--- config.mk ---
export PLATFORM = sky130hd
export DESIGN_NAME = smhf_framer
export DESIGN_NICKNAME = d
export VERILOG_FILES = /design/src/core/smhf_pkg.sv /design/src/core/smhf_dec.sv /design/src/core/smhf_ctx.sv /design/src/core/smhf_framer.sv
export SDC_FILE = /design/constraint.sdc
export NUM_CORES = 1
export LEC_CHECK = 0
export ABC_AREA = 1
export BUFFER_PORTS_ARGS = -buffer_cell sky130_fd_sc_hd__buf_2
export CAP_MARGIN = 0
export CORE_UTILIZATION = 45
export CTS_BUF_LIST = sky130_fd_sc_hd__clkbuf_16
export CTS_CLUSTER_SIZE = 12
export DETAILED_ROUTE_END_ITERATION = 10
export PLACE_DENSITY_LB_ADDON = 0.15
export SLEW_MARGIN = 20
export SYNTH_ARGS = -nofsm -noshare
export SYNTH_HDL_FRONTEND = slang
export SYNTH_SLANG_ARGS = --single-unit
--- constraint.sdc ---
create_clock -name clock -period 5 [get_ports clock]
set_input_delay 0.75 -clock clock [delete_from_list [all_inputs] [get_ports clock]]
set_output_delay 0.75 -clock clock [all_outputs]
set_load 0.02 [all_outputs]
--- src/core/smhf_pkg.sv ---
// Shared constants and types of the satellite message header framer.
package smhf_pkg;
  // ----------------------------------------------------------------
  // Widths and sizes
  // ----------------------------------------------------------------
  localparam int LEN_W = 16;
  localparam int DEC_DIGITS = 5;
  localparam int NAME_MAX = 8;
  localparam int PKT_MAX_DEF = 64;
  localparam logic [6:0] ID_LAST = 7'h63;
  // ----------------------------------------------------------------
  // Header codes and sub-header characters
  // ----------------------------------------------------------------
  localparam logic [7:0] HC_SELF = 8'h30;
  localparam logic [7:0] HC_ALARM_IN = 8'h32;
  localparam logic [7:0] HC_ALARM_OUT = 8'h34;
  localparam logic [7:0] HC_CMD = 8'h36;
  localparam logic [7:0] HC_FORCED = 8'h38;
  localparam logic [7:0] HC_USER = 8'h7d;
  localparam logic [7:0] HC_ESC = 8'h7e;
  localparam logic [7:0] HC_BINARY = 8'hff;
  localparam logic [7:0] HC_PRINT_LO = 8'h20;
  localparam logic [7:0] HC_PRINT_HI = 8'h7e;
  localparam logic [7:0] CH_COMMA = 8'h2c;
  localparam logic [7:0] CH_COLON = 8'h3a;
  localparam logic [7:0] CH_NAME_TAG = 8'h4e;
  localparam logic [7:0] CH_EQUALS = 8'h3d;
  // ----------------------------------------------------------------
  // Enumerations
  // ----------------------------------------------------------------
  typedef enum logic [2:0] {
    K_SELF = 3'b000, K_ALARM_IN = 3'b001, K_ALARM_OUT = 3'b010, K_CMD = 3'b011,
    K_FORCED = 3'b100, K_USER = 3'b101, K_ESC = 3'b110
  } smhf_kind_e;
  typedef enum logic [2:0] {
    S_IDLE = 3'b000, S_HDR = 3'b001, S_ESC = 3'b010, S_SUB = 3'b011,
    S_DATA = 3'b100, S_DONE = 3'b101
  } smhf_state_e;
  typedef enum logic [2:0] {
    F_ID = 3'b000, F_OFF = 3'b001, F_TOT = 3'b010, F_NAME = 3'b011, F_COLON = 3'b100
  } smhf_field_e;

  // Extended variants are the base digit plus one; user and escape never extend.
  function automatic logic [7:0] smhf_hdr_code(smhf_kind_e k, logic ext);
    logic [7:0] base;
    case (k)
      K_ALARM_IN: base = HC_ALARM_IN;
      K_ALARM_OUT: base = HC_ALARM_OUT;
      K_CMD: base = HC_CMD;
      K_FORCED: base = HC_FORCED;
      K_USER: base = HC_USER;
      K_ESC: base = HC_ESC;
      default: base = HC_SELF;
    endcase
    if (k == K_USER || k == K_ESC) begin
      return base;
    end
    return base | {7'h00, ext};
  endfunction
endpackage

--- src/core/smhf_dec.sv ---
// Binary to decimal ASCII digit converter for sub-header number fields.
`timescale 1ns/100ps
module smhf_dec #(
  parameter int WIDTH = smhf_pkg::LEN_W,
  parameter int DIGITS = smhf_pkg::DEC_DIGITS
) (
  // Value in
  input wire logic [WIDTH-1:0] value,
  // Digits out, least significant at bits 7:0
  output logic [8*DIGITS-1:0] ascii,
  output logic [2:0] msd
);
  import smhf_pkg::*;

  logic [4*DIGITS-1:0] bcd;

  // Double dabble; purely combinational, one conversion per field.
  always_comb begin
    bcd = '0;
    for (int b = WIDTH - 1; b >= 0; b--) begin
      for (int d = 0; d < DIGITS; d++) begin
        if (bcd[4*d+:4] > 4'h4) begin
          bcd[4*d+:4] = bcd[4*d+:4] + 4'h3;
        end
      end
      bcd = {bcd[4*DIGITS-2:0], value[b]};
    end
  end

  always_comb begin
    msd = 3'h0;
    for (int d = 0; d < DIGITS; d++) begin
      ascii[8*d+:8] = {4'h3, bcd[4*d+:4]};
      if (bcd[4*d+:4] != 4'h0) begin
        msd = 3'(d);
      end
    end
  end
endmodule

--- src/core/smhf_ctx.sv ---
// Context of one message in flight: id, kind, length and progress.
`timescale 1ns/100ps
module smhf_ctx #(
  parameter int PKT_MAX = smhf_pkg::PKT_MAX_DEF
) (
  // Clock and reset
  input wire logic clock,
  input wire logic rst_n,
  // New message
  input wire logic start,
  input wire smhf_pkg::smhf_kind_e start_kind,
  input wire logic [smhf_pkg::LEN_W-1:0] start_total,
  input wire logic start_name_en,
  input wire logic [7:0] start_esc,
  input wire logic [6:0] start_id,
  // Packet finished
  input wire logic adv,
  // Context state
  output logic active,
  output smhf_pkg::smhf_kind_e kind,
  output logic [smhf_pkg::LEN_W-1:0] total,
  output logic [smhf_pkg::LEN_W-1:0] offset,
  output logic name_en,
  output logic [7:0] esc,
  output logic [6:0] id,
  output logic [smhf_pkg::LEN_W-1:0] chunk,
  output logic ext
);
  import smhf_pkg::*;

  logic [LEN_W-1:0] rem;

  assign rem = total - offset;
  assign chunk = (rem > LEN_W'(PKT_MAX)) ? LEN_W'(PKT_MAX) : rem;
  assign ext = total > LEN_W'(PKT_MAX);

  always_ff @(posedge clock or negedge rst_n) begin
    if (!rst_n) begin
      active <= 1'b0;
      kind <= K_SELF;
      total <= '0;
      offset <= '0;
      name_en <= 1'b0;
      esc <= 8'h00;
      id <= 7'h00;
    end else if (start && !active) begin
      active <= 1'b1;
      kind <= start_kind;
      total <= start_total;
      offset <= '0;
      name_en <= start_name_en;
      esc <= start_esc;
      id <= start_id;
    end else if (adv) begin
      // Offsets only grow, so packets of one message leave in order.
      offset <= offset + chunk;
      if (rem <= chunk) begin
        active <= 1'b0;
      end
    end
  end
endmodule

--- src/core/smhf_framer.sv ---
// Packet framer: type byte, optional sub-header and payload per modem packet.
// Behaviour
// - Each packet starts with one printable ASCII type byte.
// - Type digits 0x30..0x38 by message kind; plus one marks extended.
// - 0x7D is user defined; 0x7E escapes, next byte gives meaning.
// - Type byte 0xFF is reserved and never produced.
// - Messages longer than one packet use the extended type, except user and escape.
// - Extended packets carry a comma-separated sub-header after the type.
// - First sub-header has id, offset, total; later ones id, offset.
// - Message id is decimal text, counts from 0, wraps after 99.
// - Total count is decimal text of payload bytes only.
// - Offset is decimal text, zero-based position of first payload byte.
// - Station-name option forces a sub-header even on single packets.
// - Station name follows total as comma, N, equals, name.
// - Command responses go out at once, between other message packets.
// - Packets of one message leave in ascending offset order.
`timescale 1ns/100ps
module smhf_framer #(
  parameter int PKT_MAX = smhf_pkg::PKT_MAX_DEF,
  parameter int NAME_MAX = smhf_pkg::NAME_MAX
) (
  // Clock and reset
  input wire logic clock,
  input wire logic arst_n,
  // Message requests
  input wire logic msg_start,
  input wire smhf_pkg::smhf_kind_e msg_kind,
  input wire logic [smhf_pkg::LEN_W-1:0] msg_total,
  input wire logic msg_name_en,
  input wire logic [7:0] msg_esc,
  output logic norm_busy,
  output logic cmd_busy,
  // Station name, first character at bits 7:0
  input wire logic [8*NAME_MAX-1:0] station_name,
  input wire logic [3:0] station_name_len,
  // Payload of reports
  input wire logic [7:0] norm_data,
  input wire logic norm_valid,
  output logic norm_ready,
  // Payload of command responses
  input wire logic [7:0] cmd_data,
  input wire logic cmd_valid,
  output logic cmd_ready,
  // Packet stream to the modem buffer
  output logic [7:0] out_data,
  output logic out_valid,
  output logic out_last,
  input wire logic out_ready
);
  import smhf_pkg::*;

  // ----------------------------------------------------------------
  // Reset release
  // ----------------------------------------------------------------
  logic [1:0] rst_sync_reg;
  logic rst_n;

  always_ff @(posedge clock or negedge arst_n) begin
    if (!arst_n) begin
      rst_sync_reg <= 2'b00;
    end else begin
      rst_sync_reg <= {rst_sync_reg[0], 1'b1};
    end
  end
  assign rst_n = rst_sync_reg[1];

  // ----------------------------------------------------------------
  // Declarations
  // ----------------------------------------------------------------
  smhf_state_e st_reg;
  smhf_field_e fld_reg, fld_next;
  logic sel_cmd_reg, ov_reg, ol_reg, hdr_reg, nrdy_reg, crdy_reg;
  logic [7:0] od_reg;
  logic [3:0] ci_reg, ci_next;
  logic [2:0] dpos_reg, dpos_next, dec_msd, name_idx;
  logic [6:0] id_ctr_reg;
  logic [LEN_W-1:0] rem_reg, dec_val;
  logic [8*DEC_DIGITS-1:0] dec_ascii;
  logic [7:0] sub_char, src_byte;
  logic sub_end, free, src_take, adv, norm_start, cmd_start, msg_acc, sub_on;
  logic norm_active, cmd_active, norm_name, cmd_name, norm_ext, cmd_ext;
  smhf_kind_e norm_kind, cmd_kind, c_kind;
  logic [LEN_W-1:0] norm_total, cmd_total, norm_off, cmd_off, norm_chunk, cmd_chunk;
  logic [LEN_W-1:0] c_total, c_off, c_chunk;
  logic [7:0] norm_esc, cmd_esc, c_esc;
  logic [6:0] norm_id, cmd_id, c_id;
  logic c_name, c_ext;

  // ----------------------------------------------------------------
  // Message contexts and id counter
  // ----------------------------------------------------------------
  // Command responses get their own context so they never wait for a report.
  assign cmd_start = msg_start && (msg_kind == K_CMD);
  assign norm_start = msg_start && (msg_kind != K_CMD);
  assign msg_acc = (cmd_start && !cmd_active) || (norm_start && !norm_active);
  assign adv = (st_reg == S_DONE);

  smhf_ctx #(.PKT_MAX(PKT_MAX)) u_norm (
    .clock(clock), .rst_n(rst_n), .start(norm_start), .start_kind(msg_kind),
    .start_total(msg_total), .start_name_en(msg_name_en), .start_esc(msg_esc),
    .start_id(id_ctr_reg), .adv(adv && !sel_cmd_reg), .active(norm_active),
    .kind(norm_kind), .total(norm_total), .offset(norm_off), .name_en(norm_name),
    .esc(norm_esc), .id(norm_id), .chunk(norm_chunk), .ext(norm_ext)
  );

  smhf_ctx #(.PKT_MAX(PKT_MAX)) u_cmd (
    .clock(clock), .rst_n(rst_n), .start(cmd_start), .start_kind(msg_kind),
    .start_total(msg_total), .start_name_en(msg_name_en), .start_esc(msg_esc),
    .start_id(id_ctr_reg), .adv(adv && sel_cmd_reg), .active(cmd_active),
    .kind(cmd_kind), .total(cmd_total), .offset(cmd_off), .name_en(cmd_name),
    .esc(cmd_esc), .id(cmd_id), .chunk(cmd_chunk), .ext(cmd_ext)
  );

  always_ff @(posedge clock or negedge rst_n) begin
    if (!rst_n) begin
      id_ctr_reg <= 7'h00;
    end else if (msg_acc) begin
      id_ctr_reg <= (id_ctr_reg == ID_LAST) ? 7'h00 : id_ctr_reg + 7'h01;
    end
  end

  assign c_kind = sel_cmd_reg ? cmd_kind : norm_kind;
  assign c_total = sel_cmd_reg ? cmd_total : norm_total;
  assign c_off = sel_cmd_reg ? cmd_off : norm_off;
  assign c_chunk = sel_cmd_reg ? cmd_chunk : norm_chunk;
  assign c_name = sel_cmd_reg ? cmd_name : norm_name;
  assign c_ext = sel_cmd_reg ? cmd_ext : norm_ext;
  assign c_esc = sel_cmd_reg ? cmd_esc : norm_esc;
  assign c_id = sel_cmd_reg ? cmd_id : norm_id;
  assign sub_on = c_ext || c_name;
  assign norm_busy = norm_active;
  assign cmd_busy = cmd_active;

  // ----------------------------------------------------------------
  // Sub-header character generator
  // ----------------------------------------------------------------
  always_comb begin
    case (fld_reg)
      F_ID: dec_val = {{(LEN_W-7){1'b0}}, c_id};
      F_OFF: dec_val = c_off;
      default: dec_val = c_total;
    endcase
  end

  smhf_dec #(.WIDTH(LEN_W), .DIGITS(DEC_DIGITS)) u_dec (
    .value(dec_val), .ascii(dec_ascii), .msd(dec_msd)
  );

  assign name_idx = 3'(ci_reg - 4'h3);

  always_comb begin
    sub_char = CH_COLON;
    fld_next = fld_reg;
    ci_next = ci_reg + 4'h1;
    dpos_next = dpos_reg;
    sub_end = 1'b0;
    case (fld_reg)
      F_ID, F_OFF, F_TOT: begin
        if (ci_reg == 4'h0) begin
          sub_char = CH_COMMA;
          dpos_next = dec_msd;
        end else begin
          sub_char = dec_ascii[8*dpos_reg+:8];
          dpos_next = dpos_reg - 3'h1;
          if (dpos_reg == 3'h0) begin
            ci_next = 4'h0;
            // Total and name appear only in the first packet of a message.
            if (fld_reg == F_ID) begin
              fld_next = F_OFF;
            end else if (fld_reg == F_OFF && c_off == '0) begin
              fld_next = F_TOT;
            end else if (fld_reg == F_TOT && c_name) begin
              fld_next = F_NAME;
            end else begin
              fld_next = F_COLON;
            end
          end
        end
      end
      F_NAME: begin
        if (ci_reg == 4'h0) begin
          sub_char = CH_COMMA;
        end else if (ci_reg == 4'h1) begin
          sub_char = CH_NAME_TAG;
        end else if (ci_reg == 4'h2) begin
          sub_char = CH_EQUALS;
        end else begin
          sub_char = station_name[8*name_idx+:8];
        end
        if (ci_reg >= 4'h2 && ci_reg - 4'h2 == station_name_len) begin
          fld_next = F_COLON;
        end
      end
      default: sub_end = 1'b1;
    endcase
  end

  // ----------------------------------------------------------------
  // Packet sequencer and output register
  // ----------------------------------------------------------------
  assign free = !ov_reg || out_ready;
  assign src_byte = sel_cmd_reg ? cmd_data : norm_data;
  assign src_take = sel_cmd_reg ? (crdy_reg && cmd_valid) : (nrdy_reg && norm_valid);

  always_ff @(posedge clock or negedge rst_n) begin
    if (!rst_n) begin
      st_reg <= S_IDLE;
      sel_cmd_reg <= 1'b0;
      fld_reg <= F_ID;
      ci_reg <= 4'h0;
      dpos_reg <= 3'h0;
      rem_reg <= '0;
      ov_reg <= 1'b0;
      od_reg <= 8'h00;
      ol_reg <= 1'b0;
      hdr_reg <= 1'b0;
      nrdy_reg <= 1'b0;
      crdy_reg <= 1'b0;
    end else begin
      if (ov_reg && out_ready) begin
        ov_reg <= 1'b0;
      end
      case (st_reg)
        S_IDLE: begin
          fld_reg <= F_ID;
          ci_reg <= 4'h0;
          // Pending command responses win every packet boundary.
          if (cmd_active) begin
            sel_cmd_reg <= 1'b1;
            st_reg <= S_HDR;
          end else if (norm_active) begin
            sel_cmd_reg <= 1'b0;
            st_reg <= S_HDR;
          end
        end
        S_HDR: begin
          if (free) begin
            od_reg <= smhf_hdr_code(c_kind, c_ext);
            ov_reg <= 1'b1;
            hdr_reg <= 1'b1;
            ol_reg <= 1'b0;
            if (c_kind == K_ESC) begin
              st_reg <= S_ESC;
            end else if (sub_on) begin
              st_reg <= S_SUB;
            end else begin
              st_reg <= (c_chunk == '0) ? S_DONE : S_DATA;
              ol_reg <= (c_chunk == '0);
              rem_reg <= c_chunk;
            end
          end
        end
        S_ESC: begin
          if (free) begin
            od_reg <= c_esc;
            ov_reg <= 1'b1;
            hdr_reg <= 1'b0;
            if (sub_on) begin
              st_reg <= S_SUB;
            end else begin
              st_reg <= (c_chunk == '0) ? S_DONE : S_DATA;
              ol_reg <= (c_chunk == '0);
              rem_reg <= c_chunk;
            end
          end
        end
        S_SUB: begin
          if (free) begin
            od_reg <= sub_char;
            ov_reg <= 1'b1;
            hdr_reg <= 1'b0;
            fld_reg <= fld_next;
            ci_reg <= ci_next;
            dpos_reg <= dpos_next;
            if (sub_end) begin
              st_reg <= (c_chunk == '0) ? S_DONE : S_DATA;
              ol_reg <= (c_chunk == '0);
              rem_reg <= c_chunk;
            end
          end
        end
        S_DATA: begin
          // One byte in flight at a time: ready rises only with the slot free.
          if (src_take) begin
            od_reg <= src_byte;
            ov_reg <= 1'b1;
            hdr_reg <= 1'b0;
            ol_reg <= (rem_reg == 16'h0001);
            rem_reg <= rem_reg - 16'h0001;
            nrdy_reg <= 1'b0;
            crdy_reg <= 1'b0;
            if (rem_reg == 16'h0001) begin
              st_reg <= S_DONE;
            end
          end else if (!nrdy_reg && !crdy_reg && free) begin
            nrdy_reg <= !sel_cmd_reg;
            crdy_reg <= sel_cmd_reg;
          end
        end
        S_DONE: st_reg <= S_IDLE;
        default: st_reg <= S_IDLE;
      endcase
    end
  end

  assign out_data = od_reg;
  assign out_valid = ov_reg;
  assign out_last = ol_reg;
  assign norm_ready = nrdy_reg;
  assign cmd_ready = crdy_reg;
endmodule

==> Yosys cells after proc, flatten, opt, wreduce, memory -nomap -nowiden <==
Cells that the tools add are included.
{ "totals": {"register_bits": 155, "latchBits": 0, "ram_bits": 0, "rom_bits": 0, "elab_cells": 342, "mem_count": 0} }
{ "classes": {"n_addsub": 45, "mul": 0, "div_mod_pow": 0, "magnitude_cmp": 42, "eq_ne": 34, "n_shift": 2, "muxes": 135, "bitwise": 1, "reduce_logical": 56} }
{ "op_table": {"columns": ["operator", "n"], "rows": [
  ["2-to-1 mux 16 bit", 16],
  ["2-to-1 mux 4 bit", 38],
  ["adder 4 x 2 -> 4 bit, second input constant", 30],
  ["greater-than comparator 4 x 3 -> 1 bit, second input constant", 30],
  ["2-to-1 mux 8 bit", 14],
  ["greater-than comparator 16 x 7 -> 1 bit, second input constant", 4],
  ["one-hot mux 16 bit (4 select lines)", 1],
  ["indexed part select 64 x 7 -> 8 bit", 1],
  ["2-to-1 mux 3 bit", 21],
  ["one-hot mux 7 bit (6 select lines)", 1],
  ["indexed part select 40 x 7 -> 8 bit", 1],
  ["adder 16 bit", 2],
  ["less-or-equal comparator 16 bit", 2],
  ["zero test 16 bit", 2],
  ["one-hot mux 16 bit (2 select lines)", 1],
  ["one-hot mux 8 bit (4 select lines)", 1],
  ["subtractor 16 bit", 2],
  ["2-to-1 mux 1 bit", 31],
  ["== test 3 x 2 -> 1 bit, second input constant", 7],
  ["AND reduction 7 bit", 3],
  ["nonzero test 4 bit", 5],
  ["adder 3 x 2 -> 4 bit, second input constant", 4],
  ["== test 16 x 1 -> 1 bit, second input constant", 1],
  ["!= test 2 bit, second input constant", 8],
  ["39 further kinds", 89]
]} }

==> Longest topological paths before layout <==
{ "depth": {"depth_word": 34, "mapped_depth": 87, "ltp_nobuf": 87} }

==> Modules after synthesis <==
A second synthesis with hierarchy kept.
{ "hier_totals": {"cells_unflattened": 2914, "area_unflattened_um2": 17679.5} }
{ "modules_own_cells": {"columns": ["mod", "n_inst", "cells_per_inst", "area_each_um2", "seq_area_each_um2"], "rows": [
  ["smhf_ctx", 2, 582, 3878.7, 1301.2],
  ["smhf_framer", 1, 955, 5676.7, 1276.2],
  ["smhf_dec", 1, 795, 4245.3, 0.0]
]} }

==> Worst setup path after synthesis <==
OpenSTA, ideal clock, no wires.
{ "synth_path": {"path_type": "flip-flop to flip-flop", "startpoint": "register fld_reg[2]", "endpoint": "register od_reg[0] (netlist: out_data[0])", "setup_time_ps": 120, "arrival_time_ps": 8231, "t_required_ps": 4880, "path_slack_ps": -3351, "path_stages_with_launch": 84, "path_cell_list": "dfrtp_1 > buf_6 > nor2_4 > nand2_2 > nor2_1 > nor2_1 > ha_1 > inv_1 > nand2_4 > inv_2 > nand2_1 > nand2_1 > ha_1 > inv_1 > nand3_1 > nand2_1 > nand2_1 > nand2_2 > [... 48 more ...] > nand2_4 > xor2_2 > ha_1 > inv_1 > nand2_2 > nor2_1 > nand2_1 > nand2_1 > a21oi_1 > nor2_1 > nand2_1 > nand2_1 > nand2_1 > nand2_1 > nand2_1 > nand2_1 > nand2_1 > nand2_1"} }
{ "synth_via": {"elab_chain_len": 33} }
{ "synth_lines": {"columns": ["item", "line", "source"], "rows": [
  ["from (decl)", "smhf_framer.sv:71", "smhf_field_e fld_reg, fld_next;"],
  ["from (signal assigned)", "smhf_framer.sv:272", "fld_reg <= fld_next;"],
  ["== test 3 x 1 -> 1 bit / zero test 3 bit (equally long branches)", "smhf_framer.sv:138, smhf_framer.sv:157", null],
  ["one-hot mux 16 bit (2 select lines)", "smhf_framer.sv:138", "case (fld_reg)"],
  ["adder 3 x 2 -> 4 bit / greater-than comparator 3 bit (equally long branches)", "smhf_dec.sv:23, smhf_dec.sv:22", null],
  ["2-to-1 mux 4 bit", "smhf_dec.sv:22", "if (bcd[4*d+:4] > 4'h4) begin"],
  ["adder 4 x 2 -> 4 bit / greater-than comparator 4 x 3 -> 1 bit (equally long branches)", "smhf_dec.sv:23, smhf_dec.sv:22", null],
  ["2-to-1 mux 4 bit", "smhf_dec.sv:22", null],
  ["adder 4 x 2 -> 4 bit / greater-than comparator 4 x 3 -> 1 bit (equally long branches)", "smhf_dec.sv:23, smhf_dec.sv:22", null],
  ["2-to-1 mux 4 bit", "smhf_dec.sv:22", null],
  ["[... 17 more ...]", null, null],
  ["2-to-1 mux 4 bit", "smhf_dec.sv:22", null],
  ["adder 4 x 2 -> 4 bit / greater-than comparator 4 x 3 -> 1 bit (equally long branches)", "smhf_dec.sv:23, smhf_dec.sv:22", null],
  ["2-to-1 mux 4 bit", "smhf_dec.sv:22", null],
  ["indexed part select 40 x 7 -> 8 bit", "smhf_framer.sv:163", "sub_char = dec_ascii[8*dpos_reg+:8];"],
  ["2-to-1 mux 8 bit", "smhf_framer.sv:159", "if (ci_reg == 4'h0) begin"],
  ["one-hot mux 8 bit (2 select lines) (*)", "smhf_framer.sv:157", "case (fld_reg)"],
  ["2-to-1 mux 8 bit (*)", "smhf_framer.sv:268", "if (free) begin"],
  ["one-hot mux 8 bit (4 select lines) (*)", "smhf_framer.sv:223", "case (st_reg)"],
  ["to (signal assigned)", "smhf_framer.sv:238", "od_reg <= smhf_hdr_code(c_kind, c_ext);"],
  ["to (signal assigned)", "smhf_framer.sv:269", "od_reg <= sub_char;"],
  ["to (signal assigned)", "smhf_framer.sv:285", "od_reg <= src_byte;"],
  ["to (decl)", "smhf_framer.sv:73", "logic [7:0] od_reg;"]
]} }
Every way passes the cells marked *; elsewhere a longest branch is shown, timed or not. The select of a mux whose other input is x is not followed.
A chain may end at the register's enable or synchronous reset.

==> Worst setup path in the final report <==
{ "layout_path": {"startpoint": "register fld_reg[1]", "endpoint": "register od_reg[1] (netlist: out_data[1])"} }
{ "layout_via": {"elab_chain_len": 33} }
{ "layout_lines": {"columns": ["item", "line", "source"], "rows": [
  ["== test 3 x 1 -> 1 bit / zero test 3 bit (equally long branches)", "smhf_framer.sv:138, smhf_framer.sv:157", null],
  ["one-hot mux 16 bit (2 select lines)", "smhf_framer.sv:138", null],
  ["adder 3 x 2 -> 4 bit / greater-than comparator 3 bit (equally long branches)", "smhf_dec.sv:23, smhf_dec.sv:22", null],
  ["2-to-1 mux 4 bit", "smhf_dec.sv:22", null],
  ["adder 4 x 2 -> 4 bit / greater-than comparator 4 x 3 -> 1 bit (equally long branches)", "smhf_dec.sv:23, smhf_dec.sv:22", null],
  ["2-to-1 mux 4 bit", "smhf_dec.sv:22", null],
  ["adder 4 x 2 -> 4 bit / greater-than comparator 4 x 3 -> 1 bit (equally long branches)", "smhf_dec.sv:23, smhf_dec.sv:22", null],
  ["2-to-1 mux 4 bit", "smhf_dec.sv:22", null],
  ["[... 17 more ...]", null, null],
  ["2-to-1 mux 4 bit", "smhf_dec.sv:22", null],
  ["adder 4 x 2 -> 4 bit (tied with other cells)", "smhf_dec.sv:23", "bcd[4*d+:4] = bcd[4*d+:4] + 4'h3;"],
  ["2-to-1 mux 4 bit / 2-to-1 mux 3 bit (equally long branches)", "smhf_dec.sv:22", null],
  ["indexed part select 40 x 7 -> 8 bit", "smhf_framer.sv:163", null],
  ["2-to-1 mux 8 bit", "smhf_framer.sv:159", null],
  ["one-hot mux 8 bit (2 select lines) (*)", "smhf_framer.sv:157", null],
  ["2-to-1 mux 8 bit (*)", "smhf_framer.sv:268", null],
  ["one-hot mux 8 bit (4 select lines) (*)", "smhf_framer.sv:223", null]
]} }
Marks and branches as above.

==> metrics.cfg <==
[sta]
fmax_mhz=127.1
max_slew_margin_pct=46.06
fin_crit_ns=7.867
setup_viol=21
worst_slack_ns=-2.867
worst_pin_slew_ns=0.8030
hold_viol=0
report.final.slew_viol_count=0
fin_crit_sh_pct=157.3
grt_setup_unrepaired=yes
finClkSkew_ns=0.008709

[synthesis]
synth-xor-area-share_pct=3.225
synth_top_family_by_area=simple AND/OR/NAND/NOR gates
synth_simple_gate_area_share_pct=34.75
syn_area_mm2=0.01556
synth_edf_count=0
yosys.area_share.adder_pct=9.443
synth_top_cells_by_area=dfrtp_1 (25%), nand2_1 (14%), ha_1 (8.9%)
synthArstFlopShare_pct=100.0
ys.warnings.count=0
synthMuxAreaShare_pct=0.2735
synth_cell_types=71
ys.flop_type=dfrtp_1
synth_compound_area_share_pct=17.57
ys_seq_area_share_pct=24.93
ys_seq_elements=155
synth_cells=2321
yosys.area.top_type=dfrtp_1
yosysTopAreaCellShare_pct=24.93
syn_avg_cell_area_um2=6.702

[run]
max_cap_violations=0

[critical_path]
crit_slowest_cell=dfrtp_1
startpoint_type=flop
max_stage_delay_ns=0.41
crit_path_end_kind=flop
cp_data_arrival_time_ns=8.20
crit_type=flop to flop
crit_required_ns=5.34
worstPathMaxFanout=5
cp_common_cell=nand2_1

[place]
dpl.hpwl_um=36980
io_buffers=131
gp_congestion=0.9155

[layout]
final_util_pct=69.68
multi_input_area_mm2=0.01196
fin_nets=3251
seq_area_mm2=0.003884
drive_above_1_share_pct=42.13
area_growth_pct=51.31
fillers=2759

[global_route]
first_global_vias=18160
antenna_found_initial=1
grt.overflow.total=0
grt_pass1_wl_um=84680
grt_max_degree=74
grtUsageTotal_pct=28.83

[clocking]
cts-root-buf=clkbuf_16
cts.clk_slew.worst_paths_ns=0.07
clock_latency_ns=0.44
cts_buffers=17
clkSinkCount=155
htreeDepth=4
cts_tree=yes
cts_buffer_depth=2

[die]
initial_core_util_pct=46.05
core.rowCount=67
die_x_um=187.9
die_h_um=187.9
die_area_mm2=0.03532
core_area_mm2=0.03378
io_pins=132

[routing]
dr.first_iter.drc_count=1048
routed_wl_um=51810
num_vias=18130
antenna_left=0
dr.pass1.iters=6
wl_per_cell_um=14.89
viasPerCell=5.209
drc=0

[status]
violations=setup timing
status=finished, violations left

[min_path]
hp-class=input pin to async pin

[cell usage after synthesis (4+ instances only)]
cell type	instances
nand2_1	573
inv_1	317
o21ai_0	198
nor2_1	157
nand3_1	156
dfrtp_1	155
ha_1	111
a21oi_1	102
nand2_2	102
clkbuf_1	42
o22ai_1	37
xor2_1	36
nand3_2	29
nand2_4	28
nand4_1	26
nor3_1	19
inv_2	17
o21bai_1	17
o211ai_1	13
o21ai_1	13
nand3b_1	12
xnor2_1	12
o31ai_1	9
o21ai_2	8
and2_1	7
a22oi_1	6
clkinv_1	6
nor4_1	6
o21a_1	6
o32ai_1	6
a211oi_1	5
a221oi_1	5
a21oi_2	4
buf_1	4
buf_6	4
fa_1	4
nor2_4	4
o221ai_1	4
o41ai_1	4
or2_2	4
xor2_2	4
[cell type report]
class / count / area share (%)
Clock buffer: 17 / 1.807
Clock inverter: 15 / 0.9621
Inverter: 341 / 5.650
Timing Repair Buffer: 715 / 21.86
Sequential cell: 155 / 16.50
Antenna cell: 1 / 0.01063
Multi-Input combinational cell: 1788 / 50.83
Tap cell: 448 / 2.381
[kinds of logic after synthesis]
| family | Yosys count |
|---|---|
| and+or+nand+nor | 1138 |
| other | 2 |
| buffers and inverters | 393 |
| adders and majority gates | 115 |
| muxes | 4 |
| xor gates and xnor gates | 53 |
| DFF | 155 |
| AOI/OAI and AO/OA | 461 |
[path summary, 6_finish.rpt]
kind,start,endpoint,slack (ns),depth (start not counted)
max,fld_reg[1],out_data[1],-2.87,80
min,arst_n,rst_sync_reg[1],0.08,1
max reg2reg,fld_reg[1],out_data[1],-2.87,80
min reg2reg,rst_sync_reg[1],rem_reg[4],0.21,0
max in group asynchronous,rst_sync_reg[1],sel_cmd_reg,3.50,2
min in group clock,rst_sync_reg[0],rst_sync_reg[1],0.35,0
[metrics by stage]
stage | std cells | instance area, um^2 | hold WS, ns | setup TNS, ns | setup WS (ns)
2_1_floorplan | 2336 | 16130 | 0.3312 | -18.20 | -2.678
3_3_place_gp | 3293 | 20360 | 0.3335 | -24.77 | -2.642
3_5_place_dp | 3293 | 20360 | 0.3412 | -28.38 | -2.948
4_1_cts | 3470 | 22810 | 0.06171 | -23.83 | -2.624
5_1_grt | 3480 | 23540 | 0.06442 | -35.35 | -3.464
6_report | 3480 | 23540 | 0.08216 | -25.46 | -2.867
[layout by cell type (no fill, tap or decap), types with 20 or more instances in the layout]
cell type	netlist	final
nor2_4	4	20
o21ai_2	8	25
nor2_1	157	127
nand2_4	28	66
o21ai_0	198	161
xor2_1	36	35
ha_4	0	34
nand4_1	26	26
o22ai_1	37	30
buf_4	0	560
nand3_1	156	125
dfrtp_1	155	153
nand2_2	102	134
buf_6	4	23
nand2_1	573	503
a21oi_1	102	83
inv_1	317	259
nand3_2	29	44
o21ai_1	13	26
inv_2	17	57
buf_2	1	131
ha_1	111	73
[critical path: cells and delay by family (launching register included)]
kind	cells	cell delay, ns
fa+ha+maj	9	1.44
compound gates	1	0.11
buf+inv	15	0.99
simple gates	55	4.77
flops	1	0.41
[what timing repair did]
action	CTS	global route
setup buffers	151	39
hold buffers	0	0
gates resized for setup	195	168
setup endpoints to repair	24	28
pin swaps	169	157
cloned	0	0
[routing by layer]
layer	GRT usage [%]	wire [um]
met1	36.24	21900
met4	8.630	1153
met3	3.069	2483
met2	51.65	26280
met5	0	0
Power is left out: the tool's default activity adds up to more than one toggle a clock period on the data nets, which glitch-free logic cannot reach.
